**src/rtl/ffep_pkg.sv**
```systemverilog
// package of constants and types for the four-phase fetch/execute pipeline
package ffep_pkg;
	// ****************************************
	// widths and reset values
	// ****************************************
	localparam int unsigned PC_W = 12;
	localparam int unsigned IW_W = 15;
	localparam int unsigned DW = 8;
	localparam int unsigned DA_W = 8;
	localparam logic [11:0] RESET_VECTOR = 12'h000;
	localparam logic [14:0] NOP_WORD = 15'h0000;
	localparam logic [11:0] PC_ONE = 12'h001;
	// mapped control register addresses in data memory
	localparam logic [7:0] ADDR_ACC = 8'h05;
	localparam logic [7:0] ADDR_PC_LOW_BYTE = 8'h06;
	// ****************************************
	// instruction encoding: [14:12] class, [11:0] operand
	// ****************************************
	localparam int unsigned OP_HI = 14;
	localparam int unsigned OP_LO = 12;
	localparam logic [2:0] OP_NOP = 3'h0;
	localparam logic [2:0] OP_JMP = 3'h1;
	localparam logic [2:0] OP_CALL = 3'h2;
	localparam logic [2:0] OP_ALU = 3'h3;
	localparam logic [2:0] OP_MOVAM = 3'h4;
	localparam logic [2:0] OP_SZA = 3'h5;
	localparam logic [2:0] OP_MOVIA = 3'h6;
	localparam logic [2:0] OP_MOVMA = 3'h7;
	// alu function in bits [11:8] of an alu word, memory address in [7:0]
	localparam int unsigned FN_HI = 11;
	localparam int unsigned FN_LO = 8;
	localparam logic [3:0] FN_ADD = 4'h0;
	localparam logic [3:0] FN_SUB = 4'h1;
	localparam logic [3:0] FN_AND = 4'h2;
	localparam logic [3:0] FN_OR = 4'h3;
	localparam logic [3:0] FN_XOR = 4'h4;
	localparam logic [3:0] FN_RL = 4'h5;
	localparam logic [3:0] FN_RR = 4'h6;
	localparam logic [3:0] FN_INC = 4'h7;
	localparam logic [3:0] FN_DEC = 4'h8;
	localparam logic [3:0] FN_CPL = 4'h9;
	// ****************************************
	// phase sequencer states
	// ****************************************
	typedef enum logic [1:0] {PH_T1, PH_T2, PH_T3, PH_T4} ffep_phase_type;
endpackage : ffep_pkg

```
**src/rtl/ffep_alu_if.sv**
```systemverilog
// interface carrying operands and result between core and arithmetic unit
interface ffep_alu_if;
	logic [7:0] opa; // accumulator operand
	logic [7:0] opb; // memory operand
	logic [3:0] fn; // function select
	logic [7:0] res; // result
	logic zero; // result is zero
	modport core (output opa, output opb, output fn, input res, input zero);
	modport alu (input opa, input opb, input fn, output res, output zero);
endinterface : ffep_alu_if

```
**src/rtl/ffep_alu.sv**
```systemverilog
// 8-bit arithmetic unit of the pipeline
module ffep_alu (
	ffep_alu_if.alu bus
);
	// ****************************************
	// function decode
	// ****************************************
	// one selection chain keeps every function on a single 8-bit path
	wire [7:0] r_add = bus.opa + bus.opb;
	wire [7:0] r_sub = bus.opa - bus.opb;
	wire [7:0] r_rl = {bus.opa[6:0], bus.opa[7]};
	wire [7:0] r_rr = {bus.opa[0], bus.opa[7:1]};
	wire [7:0] r_inc = bus.opb + 8'h01;
	wire [7:0] r_dec = bus.opb - 8'h01;
	assign bus.res = (bus.fn == ffep_pkg::FN_ADD) ? r_add :
		(bus.fn == ffep_pkg::FN_SUB) ? r_sub :
		(bus.fn == ffep_pkg::FN_AND) ? (bus.opa & bus.opb) :
		(bus.fn == ffep_pkg::FN_OR) ? (bus.opa | bus.opb) :
		(bus.fn == ffep_pkg::FN_XOR) ? (bus.opa ^ bus.opb) :
		(bus.fn == ffep_pkg::FN_RL) ? r_rl :
		(bus.fn == ffep_pkg::FN_RR) ? r_rr :
		(bus.fn == ffep_pkg::FN_INC) ? r_inc :
		(bus.fn == ffep_pkg::FN_DEC) ? r_dec :
		(bus.fn == ffep_pkg::FN_CPL) ? ~bus.opb :
		bus.opb; // pass through for moves
	// skip decision uses the zero flag
	assign bus.zero = (bus.res == 8'h00);
endmodule : ffep_alu

```
**src/rtl/ffep_core.sv**
```systemverilog
// top of the four-phase fetch/execute pipeline with tiny data memory
module ffep_core (
	// clock and reset
	input wire logic i_sys_clk,
	input wire logic i_rstn,
	// program memory read port
	output logic [11:0] o_pm_addr,
	input wire logic [14:0] i_pm_data,
	// phase clocks and status
	output logic [3:0] o_phase_clocks,
	output logic [11:0] o_pc,
	output logic [7:0] o_acc,
	output logic o_retire,
	output logic o_idle_cycle
);
	// ****************************************
	// reset release
	// ****************************************
	// release is taken through two flops so every register leaves reset on one edge,
	// while assertion still clears the core at once without waiting for a clock
	logic rst_s1; // first stage, read only by rst_s2
	logic rst_s2; // released reset, active low while in reset
	always_ff @(posedge i_sys_clk or negedge i_rstn) begin
		if (!i_rstn) begin
			rst_s1 <= 1'b0;
			rst_s2 <= 1'b0;
		end else begin
			rst_s1 <= 1'b1;
			rst_s2 <= rst_s1;
		end
	end
	// every other register in the core except the dmem array resets from this released copy
	wire rstn = rst_s2;

	// ****************************************
	// phase sequencer
	// ****************************************
	ffep_pkg::ffep_phase_type phase; // current phase
	ffep_pkg::ffep_phase_type next_phase;
	always_comb begin
		case (phase)
			ffep_pkg::PH_T1: next_phase = ffep_pkg::PH_T2;
			ffep_pkg::PH_T2: next_phase = ffep_pkg::PH_T3;
			ffep_pkg::PH_T3: next_phase = ffep_pkg::PH_T4;
			ffep_pkg::PH_T4: next_phase = ffep_pkg::PH_T1;
			default: next_phase = ffep_pkg::PH_T1;
		endcase
	end
	// sequencer restarts at phase one
	always_ff @(posedge i_sys_clk or negedge rstn) begin
		if (!rstn) phase <= ffep_pkg::PH_T1;
		else phase <= next_phase;
	end
	wire is_t1 = (phase == ffep_pkg::PH_T1);
	wire is_t4 = (phase == ffep_pkg::PH_T4);
	// built from next_phase so the one-hot copy lines up with phase, and being a
	// register it cannot glitch two phases high in the same cycle
	// one-hot phases from a register, so never two at once
	logic [3:0] phase_clocks;
	always_ff @(posedge i_sys_clk or negedge rstn) begin
		if (!rstn) phase_clocks <= 4'h1;
		else phase_clocks <= 4'h1 << next_phase;
	end
	assign o_phase_clocks = phase_clocks;

	// ****************************************
	// pipeline registers
	// ****************************************
	logic [11:0] pc; // address of next fetch
	logic [14:0] ir; // instruction under execution
	logic [14:0] fetch_buf; // word fetched this cycle
	logic ir_valid; // ir holds a real instruction
	logic fb_valid; // fetch_buf holds a usable word
	logic [7:0] acc; // accumulator
	// data memory has no reset: a word never stored reads back unknown,
	// so programs must store before they load
	logic [7:0] dmem [0:255]; // data memory, low addresses mirror control regs
	logic retire;
	logic idle_cycle;

	// ****************************************
	// decode, continuous during phases two to four
	// ****************************************
	wire [2:0] op = ir[ffep_pkg::OP_HI:ffep_pkg::OP_LO];
	wire [7:0] maddr = ir[7:0];
	wire is_branch = ir_valid && (op == ffep_pkg::OP_JMP || op == ffep_pkg::OP_CALL);
	wire pc_low_wr = ir_valid && (op == ffep_pkg::OP_MOVAM) &&
		(maddr == ffep_pkg::ADDR_PC_LOW_BYTE);
	// reads of mapped registers return live state
	wire [7:0] mem_rd = (maddr == ffep_pkg::ADDR_PC_LOW_BYTE) ? pc[7:0] :
		(maddr == ffep_pkg::ADDR_ACC) ? acc : dmem[maddr];

	ffep_alu_if alu_bus ();
	// memory operands reach the accumulator only through the arithmetic unit
	assign alu_bus.opa = acc;
	assign alu_bus.opb = (op == ffep_pkg::OP_MOVIA) ? ir[7:0] : mem_rd;
	// moves and skips use the unit's pass-through code, so every value that
	// reaches the accumulator still crosses the arithmetic unit
	assign alu_bus.fn = (op == ffep_pkg::OP_ALU) ? ir[ffep_pkg::FN_HI:ffep_pkg::FN_LO] : 4'hf;
	ffep_alu u_alu (
		.bus(alu_bus.alu)
	);
	// skip decision comes from the unit's zero flag on the memory operand
	wire skip_taken = ir_valid && (op == ffep_pkg::OP_SZA) && alu_bus.zero;
	// any flow change spoils the prefetched word
	wire flush = is_branch || skip_taken || pc_low_wr;
	// during execute pc already points one past the prefetched word, so a taken
	// skip keeps pc as it is: the discarded word is the one skipped over
	wire [11:0] branch_pc = is_branch ? ir[11:0] :
		pc_low_wr ? {pc[11:8], acc} : pc; // page jump keeps high bits

	// ****************************************
	// fetch in phase one
	// ****************************************
	// pc steps at the end of phase one, word latched that phase
	always_ff @(posedge i_sys_clk or negedge rstn) begin
		if (!rstn) begin
			pc <= ffep_pkg::RESET_VECTOR;
			fetch_buf <= ffep_pkg::NOP_WORD;
			fb_valid <= 1'b0;
		end else if (is_t1) begin
			pc <= pc + ffep_pkg::PC_ONE;
			fetch_buf <= i_pm_data;
			fb_valid <= 1'b1;
		end else if (is_t4 && flush) begin
			// flow change: load the new pc, drop the word fetched in phase one
			pc <= branch_pc; // target loaded, idle cycle follows
			fb_valid <= 1'b0; // prefetch discarded
		end
	end
	// fetch address comes straight from the pc register, so it is glitch-free
	assign o_pm_addr = pc;

	// ****************************************
	// execute at end of phase four
	// ****************************************
	// next ir comes from this cycle's fetch, overlapping execute
	always_ff @(posedge i_sys_clk or negedge rstn) begin
		if (!rstn) begin
			ir <= ffep_pkg::NOP_WORD;
			ir_valid <= 1'b0; // pipeline emptied
			acc <= 8'h00;
			retire <= 1'b0;
			idle_cycle <= 1'b0;
		end else if (is_t4) begin
			// results written only after decode in t2..t3
			// acc only loads for words that produce a result
			if (ir_valid && (op == ffep_pkg::OP_ALU || op == ffep_pkg::OP_MOVMA ||
				op == ffep_pkg::OP_MOVIA)) acc <= alu_bus.res;
			ir <= fetch_buf;
			ir_valid <= fb_valid && !flush;
			// one pulse per cycle: retire for a real word, idle for a bubble
			retire <= ir_valid;
			idle_cycle <= !ir_valid;
		end else begin
			retire <= 1'b0;
			idle_cycle <= 1'b0;
		end
	end
	// no reset on the array on purpose, so it can map onto a plain ram
	// stores to memory go from the accumulator
	always_ff @(posedge i_sys_clk) begin
		if (rstn && is_t4 && ir_valid && op == ffep_pkg::OP_MOVAM) dmem[maddr] <= acc;
	end
	assign o_pc = pc;
	assign o_acc = acc;
	assign o_retire = retire;
	assign o_idle_cycle = idle_cycle;

	// ****************************************
	// assertions
	// ****************************************
	// sequencer
	phase_onehot_a: assert property (@(posedge i_sys_clk) disable iff (!rstn)
		$onehot(phase_clocks)) else $error("phase clocks not one-hot");
	phase_map_a: assert property (@(posedge i_sys_clk) disable iff (!rstn)
		phase_clocks == (4'h1 << phase)) else $error("phase clocks off phase");
	phase_order_a: assert property (@(posedge i_sys_clk) disable iff (!rstn)
		is_t1 |=> phase == ffep_pkg::PH_T2 ##1 phase == ffep_pkg::PH_T3
		##1 phase == ffep_pkg::PH_T4 ##1 is_t1) else $error("phase order broken");
	pulse_once_a: assert property (@(posedge i_sys_clk) disable iff (!rstn)
		retire || idle_cycle |-> is_t1 && !(retire && idle_cycle))
		else $error("cycle pulse misplaced");
	// fetch and pc
	pc_step_a: assert property (@(posedge i_sys_clk) disable iff (!rstn)
		is_t1 |=> pc == $past(pc) + ffep_pkg::PC_ONE) else $error("pc did not step");
	fetch_hold_a: assert property (@(posedge i_sys_clk) disable iff (!rstn)
		!is_t1 |=> $stable(fetch_buf)) else $error("fetch outside phase one");
	pc_hold_a: assert property (@(posedge i_sys_clk) disable iff (!rstn)
		(phase == ffep_pkg::PH_T2) |=> $stable(pc) ##1 $stable(pc))
		else $error("pc moved in decode");
	acc_hold_a: assert property (@(posedge i_sys_clk) disable iff (!rstn)
		!is_t4 |=> $stable(acc)) else $error("acc moved before execute");
	overlap_a: assert property (@(posedge i_sys_clk) disable iff (!rstn)
		is_t4 && fb_valid && !flush |=> ir_valid && ir == $past(fetch_buf))
		else $error("no overlap");
	// flow changes
	branch_idle_a: assert property (@(posedge i_sys_clk) disable iff (!rstn)
		is_t4 && is_branch |=> !ir_valid) else $error("branch kept prefetch");
	branch_tgt_a: assert property (@(posedge i_sys_clk) disable iff (!rstn)
		is_t4 && is_branch |=> pc == $past(ir[11:0])) else $error("bad target");
	skip_flush_a: assert property (@(posedge i_sys_clk) disable iff (!rstn)
		is_t4 && skip_taken |=> !ir_valid ##4 idle_cycle) else $error("skip no idle");
	skip_pc_a: assert property (@(posedge i_sys_clk) disable iff (!rstn)
		is_t4 && skip_taken |=> pc == $past(pc)) else $error("skip lands wrong");
	pc_low_page_a: assert property (@(posedge i_sys_clk) disable iff (!rstn)
		is_t4 && pc_low_wr |=> pc == {$past(pc[11:8]), $past(acc)} && !ir_valid)
		else $error("pc low byte write wrong");
	// execute
	acc_alu_a: assert property (@(posedge i_sys_clk) disable iff (!rstn)
		is_t4 && ir_valid && op == ffep_pkg::OP_ALU |=> acc == $past(alu_bus.res))
		else $error("acc not from alu");
	store_mem_a: assert property (@(posedge i_sys_clk) disable iff (!rstn)
		is_t4 && ir_valid && op == ffep_pkg::OP_MOVAM |=> dmem[$past(maddr)] == $past(acc))
		else $error("store missed memory");

	// ****************************************
	// covers of the main scenarios
	// ****************************************
	retire_c: cover property (@(posedge i_sys_clk) disable iff (!rstn) retire ##4 retire);
	branch_c: cover property (@(posedge i_sys_clk) disable iff (!rstn) is_t4 && is_branch);
	skip_c: cover property (@(posedge i_sys_clk) disable iff (!rstn) is_t4 && skip_taken);
	pc_low_c: cover property (@(posedge i_sys_clk) disable iff (!rstn) is_t4 && pc_low_wr);
	idle_c: cover property (@(posedge i_sys_clk) disable iff (!rstn) idle_cycle ##4 retire);
endmodule : ffep_core

```
**config.mk**
```make
export PLATFORM = sky130hd
export DESIGN_NAME = ffep_core
export DESIGN_NICKNAME = d
export VERILOG_FILES = /design/src/rtl/ffep_pkg.sv /design/src/rtl/ffep_alu_if.sv /design/src/rtl/ffep_alu.sv /design/src/rtl/ffep_core.sv
export SDC_FILE = /design/constraint.sdc
export NUM_CORES = 2
export LEC_CHECK = 0
export ABC_AREA = 0
export BUFFER_PORTS_ARGS = -buffer_cell sky130_fd_sc_hd__clkbuf_2
export CELL_PAD_IN_SITES_DETAIL_PLACEMENT = 1
export CELL_PAD_IN_SITES_GLOBAL_PLACEMENT = 1
export CORE_ASPECT_RATIO = 1.2
export CORE_MARGIN = 5
export CORE_UTILIZATION = 40
export CTS_CLUSTER_DIAMETER = 60
export DETAILED_ROUTE_END_ITERATION = 10
export PLACE_DENSITY = 0.6
export RECOVER_POWER = 100
export SETUP_SLACK_MARGIN = 0.2
export SKIP_CTS_REPAIR_TIMING = 1
export SYNTH_ARGS = -nofsm -noshare
export SYNTH_HDL_FRONTEND = slang
export SYNTH_HIERARCHICAL = 1
export SYNTH_SLANG_ARGS = --single-unit
export TNS_END_PERCENT = 1
```
**constraint.sdc**
```tcl
create_clock -name i_sys_clk -period 3.9 [get_ports i_sys_clk]
set_input_delay 0.78 -clock i_sys_clk [delete_from_list [all_inputs] [get_ports i_sys_clk]]
set_output_delay 0.78 -clock i_sys_clk [all_outputs]
set_load 0.01 [all_outputs]
```
==> flow_summary.yaml <==
timing:
  setup_viol: 216
  finalHoldViolations: 0
  tightest_slew_ns: 3.075
  layout_setup_ws_ns: -1.893
  rsz0062_at_grt: "yes"
  whs_ns: 0.1503
  slew_headroom_pct: -105.0
  min_period_ns: 5.793
  slew_violations: 448
  skew_ns: 0.04394
  max_freq_ghz: 0.1726
  fin_crit_sh_pct: 148.6
floorplan:
  die_w_um: 431.2
  ioPinCount: 55
  coreArea_sq_mm: 0.2118
  die_area_sq_mm: 0.2223
  die_y_um: 515.5
  std_cell_rows: 185
  start_util_pct: 40.21
critical_path:
  worstSetupPathType: "reg -> reg"
  reg2reg_slack_ns: -1.89
  startpoint: "ir[0]"
  crit_path_end: "ir_valid"
  cp-start-kind: "flip-flop"
  crit_required_ns: 4.58
  critPathArrivalTime_ns: 6.47
  critPathMostFrequentCell: "buf_4"
  rr_worst_depth: 27
  cpPeakStageDelay_ns: 0.56
  crit_fanout: 7
  r2r-end: "ir_valid"
  r2r_start: "ir[0]"
  slowest_stage: "dfrtp_4"
  end_kind: "flip-flop"
grt:
  grt_max_degree: 184
  grt_pass1_vias: 49770
  grtUsageTotal_pct: 24.16
  antenna_found_initial: 6
  grt_pass1_wl_mm: 382.9
  overflow: 0
clock_tree:
  root_buffer: "clkbuf_16"
  clk_latency_ns: 0.88
  cts_sinks: 2110
  cts_buffers: 208
  path_clk_slew_ns: 0.06
  cts_tree: "built"
  cts_buffer_depth: 3
  htreeDepth: 4
pwr:
  power.total_mw: 53.95
  p_per_area_mw_per_mm2: 521.0
  worst_ir_drop_vdd_mv: 0.5600
  p_leak_nw: 35.01
placed_design:
  gp_congestion: 0.9143
  preCtsSetupSlack_ns: -2.261
  dpl-instance-area_sq_mm: 0.09475
  dpl.hpwl_mm: 182.7
  port_buffers: 54
layout:
  post-route-util_pct: 48.89
  synthToLayoutAreaGrowth_pct: 21.57
  final_area_sq_mm: 0.1035
  fin_nets: 5388
  layout-drive-gt1-share_pct: 36.01
run_status:
  violations: "max-capacitance violations, max-slew violations, negative setup slack"
  status: "complete, but fails checks"
worst_hold_path:
  min-delay-start: "i_pm_data[1]"
  hold_path.class: "in -> reg"
synthesis:
  syn_area_sq_mm: 0.08517
  async_reset_ff_share_pct: 2.938
  synth_area_per_cell_sq_um: 19.52
  yosysWarnings: 6
  synth_area_leaders: "edfxtp_1 72%, mux4_2 11%, mux2i_1 2.8%"
  synth-edff-count: 2048
  synth_nets: 4413
  synth_top_area_cell: "edfxtp_1"
  synth_seq_area_share_pct: 74.03
  synth_top_area_share_pct: 72.21
  ys_ff_latch: 2110
  synthDistinctLibCells: 96
  synth_most_common_cell: "edfxtp_1"
  syn_inst: 4364
  synth-main-ff-cell: "edfxtp_1"
  synth_common_cells: "2048 x edfxtp_1, 422 x mux4_2, 305 x nor2_1"
routing:
  drt_wl_total_mm: 273.3
  drt-pass1-iter-count: 5
  drc: 0
  wl_per_cell_um: 32.85
  viasPerCell: 5.782
  first_iter_violations: 5000
  ant_nets: 0
  num_vias: 48100
flow_run:
  drv_cap: 7
[cell families (layout without fill, tap and decap cells)]
group,after synthesis,after routing,synth area share (%)
adders and majority gates,32,32,0.4877
muxes,729,729,15.40
DFF,2110,2110,74.03
xor gates and xnor gates,17,17,0.1748
other,1,5,0.004403
buffers and inverters,316,1462,2.315
AOI/OAI and AO/OA,465,465,3.859
and+or+nand+nor,694,694,3.727
[how the worst min path moves through the flow]
stage / cells after the start / slack (ns) / end
5_1_grt: 2 / 0.11 / fetch_buf[13]
2_1_floorplan: 0 / 0.33 / rst_s2
3_3_place_gp: 0 / 0.34 / rst_s2
3_5_place_dp: 0 / 0.36 / rst_s2
6_report: 2 / 0.15 / fetch_buf[1]
4_1_cts: 1 / -0.38 / rst_s1
[stage by stage]
stage,instances,TNS [ns]
after global routing,8316,-113.10
after global placement,7824,-15.14
after floorplan,4364,-6.024
after CTS,8205,-16.30
after detailed placement,7824,-15.25
final,8319,-78.21
[power by group]
part | switching, mW | internal [mW] | leakage [nW]
Sequential | 0.118 | 27.0 | 19.2
Clock | 8.84 | 11.1 | 3.28
Combinational | 4.81 | 2.09 | 12.5
Total | 13.8 | 40.2 | 35.0
[cell usage in the layout, fill, tap and decap left out, types with 39 or more instances in the layout]
cell type,instances
clkinv_2,40
clkbuf_1,46
dfrtp_1,46
nor2_1,290
nor3_1,39
buf_12,64
mux2i_1,230
clkinv_1,49
buf_4,870
mux4_2,422
o21ai_0,44
edfxtp_1,2048
clkbuf_2,59
nand3_1,71
nand2_1,123
a22oi_1,98
clkbuf_16,221
a21oi_1,65
[final cells by class]
| type | instances | area (sq um) |
|---|---|---|
| sequential | 2110 | 63100 |
| antenna | 4 | 10.01 |
| timing repair buffer | 1045 | 8970 |
| clock inverter | 132 | 1351 |
| fill | 19460 | 108300 |
| multi-input combinational | 1938 | 21090 |
| tap | 2805 | 3510 |
| clock buffer | 249 | 5380 |
| inverter | 36 | 135.1 |
[per-layer routing]
layer	share of wire (%)	vias to the layer above	GRT usage, %
met4	3.9	0	8.399
li1	-	19900	-
met1	40	25890	32.34
met3	6.4	440	3.952
met5	0	-	0
met2	49	1872	40.36
[worst max-delay path, delay by kind of cell (launching register included)]
| family | cells | cell delay, ns |
|---|---|---|
| adders and majority gates | 1 | 0.22 |
| AOI/OAI and AO/OA | 11 | 1.81 |
| DFF | 1 | 0.56 |
| muxes | 1 | 0.33 |
| buffers and inverters | 8 | 1.11 |
| and+or+nand+nor | 6 | 1.56 |
[registers in the layout (all words and copies together), names as in the netlist]
register        count
o_retire            1
rst_s2              1
ir                 15
ir_valid            1
rst_s1              1
dmem             2048
o_acc               8
fb_valid            1
o_idle_cycle        1
fetch_buf          15
phase               2
o_pc               12
o_phase_clocks      4
No activity file was read; power rests on OpenSTA's default activity.
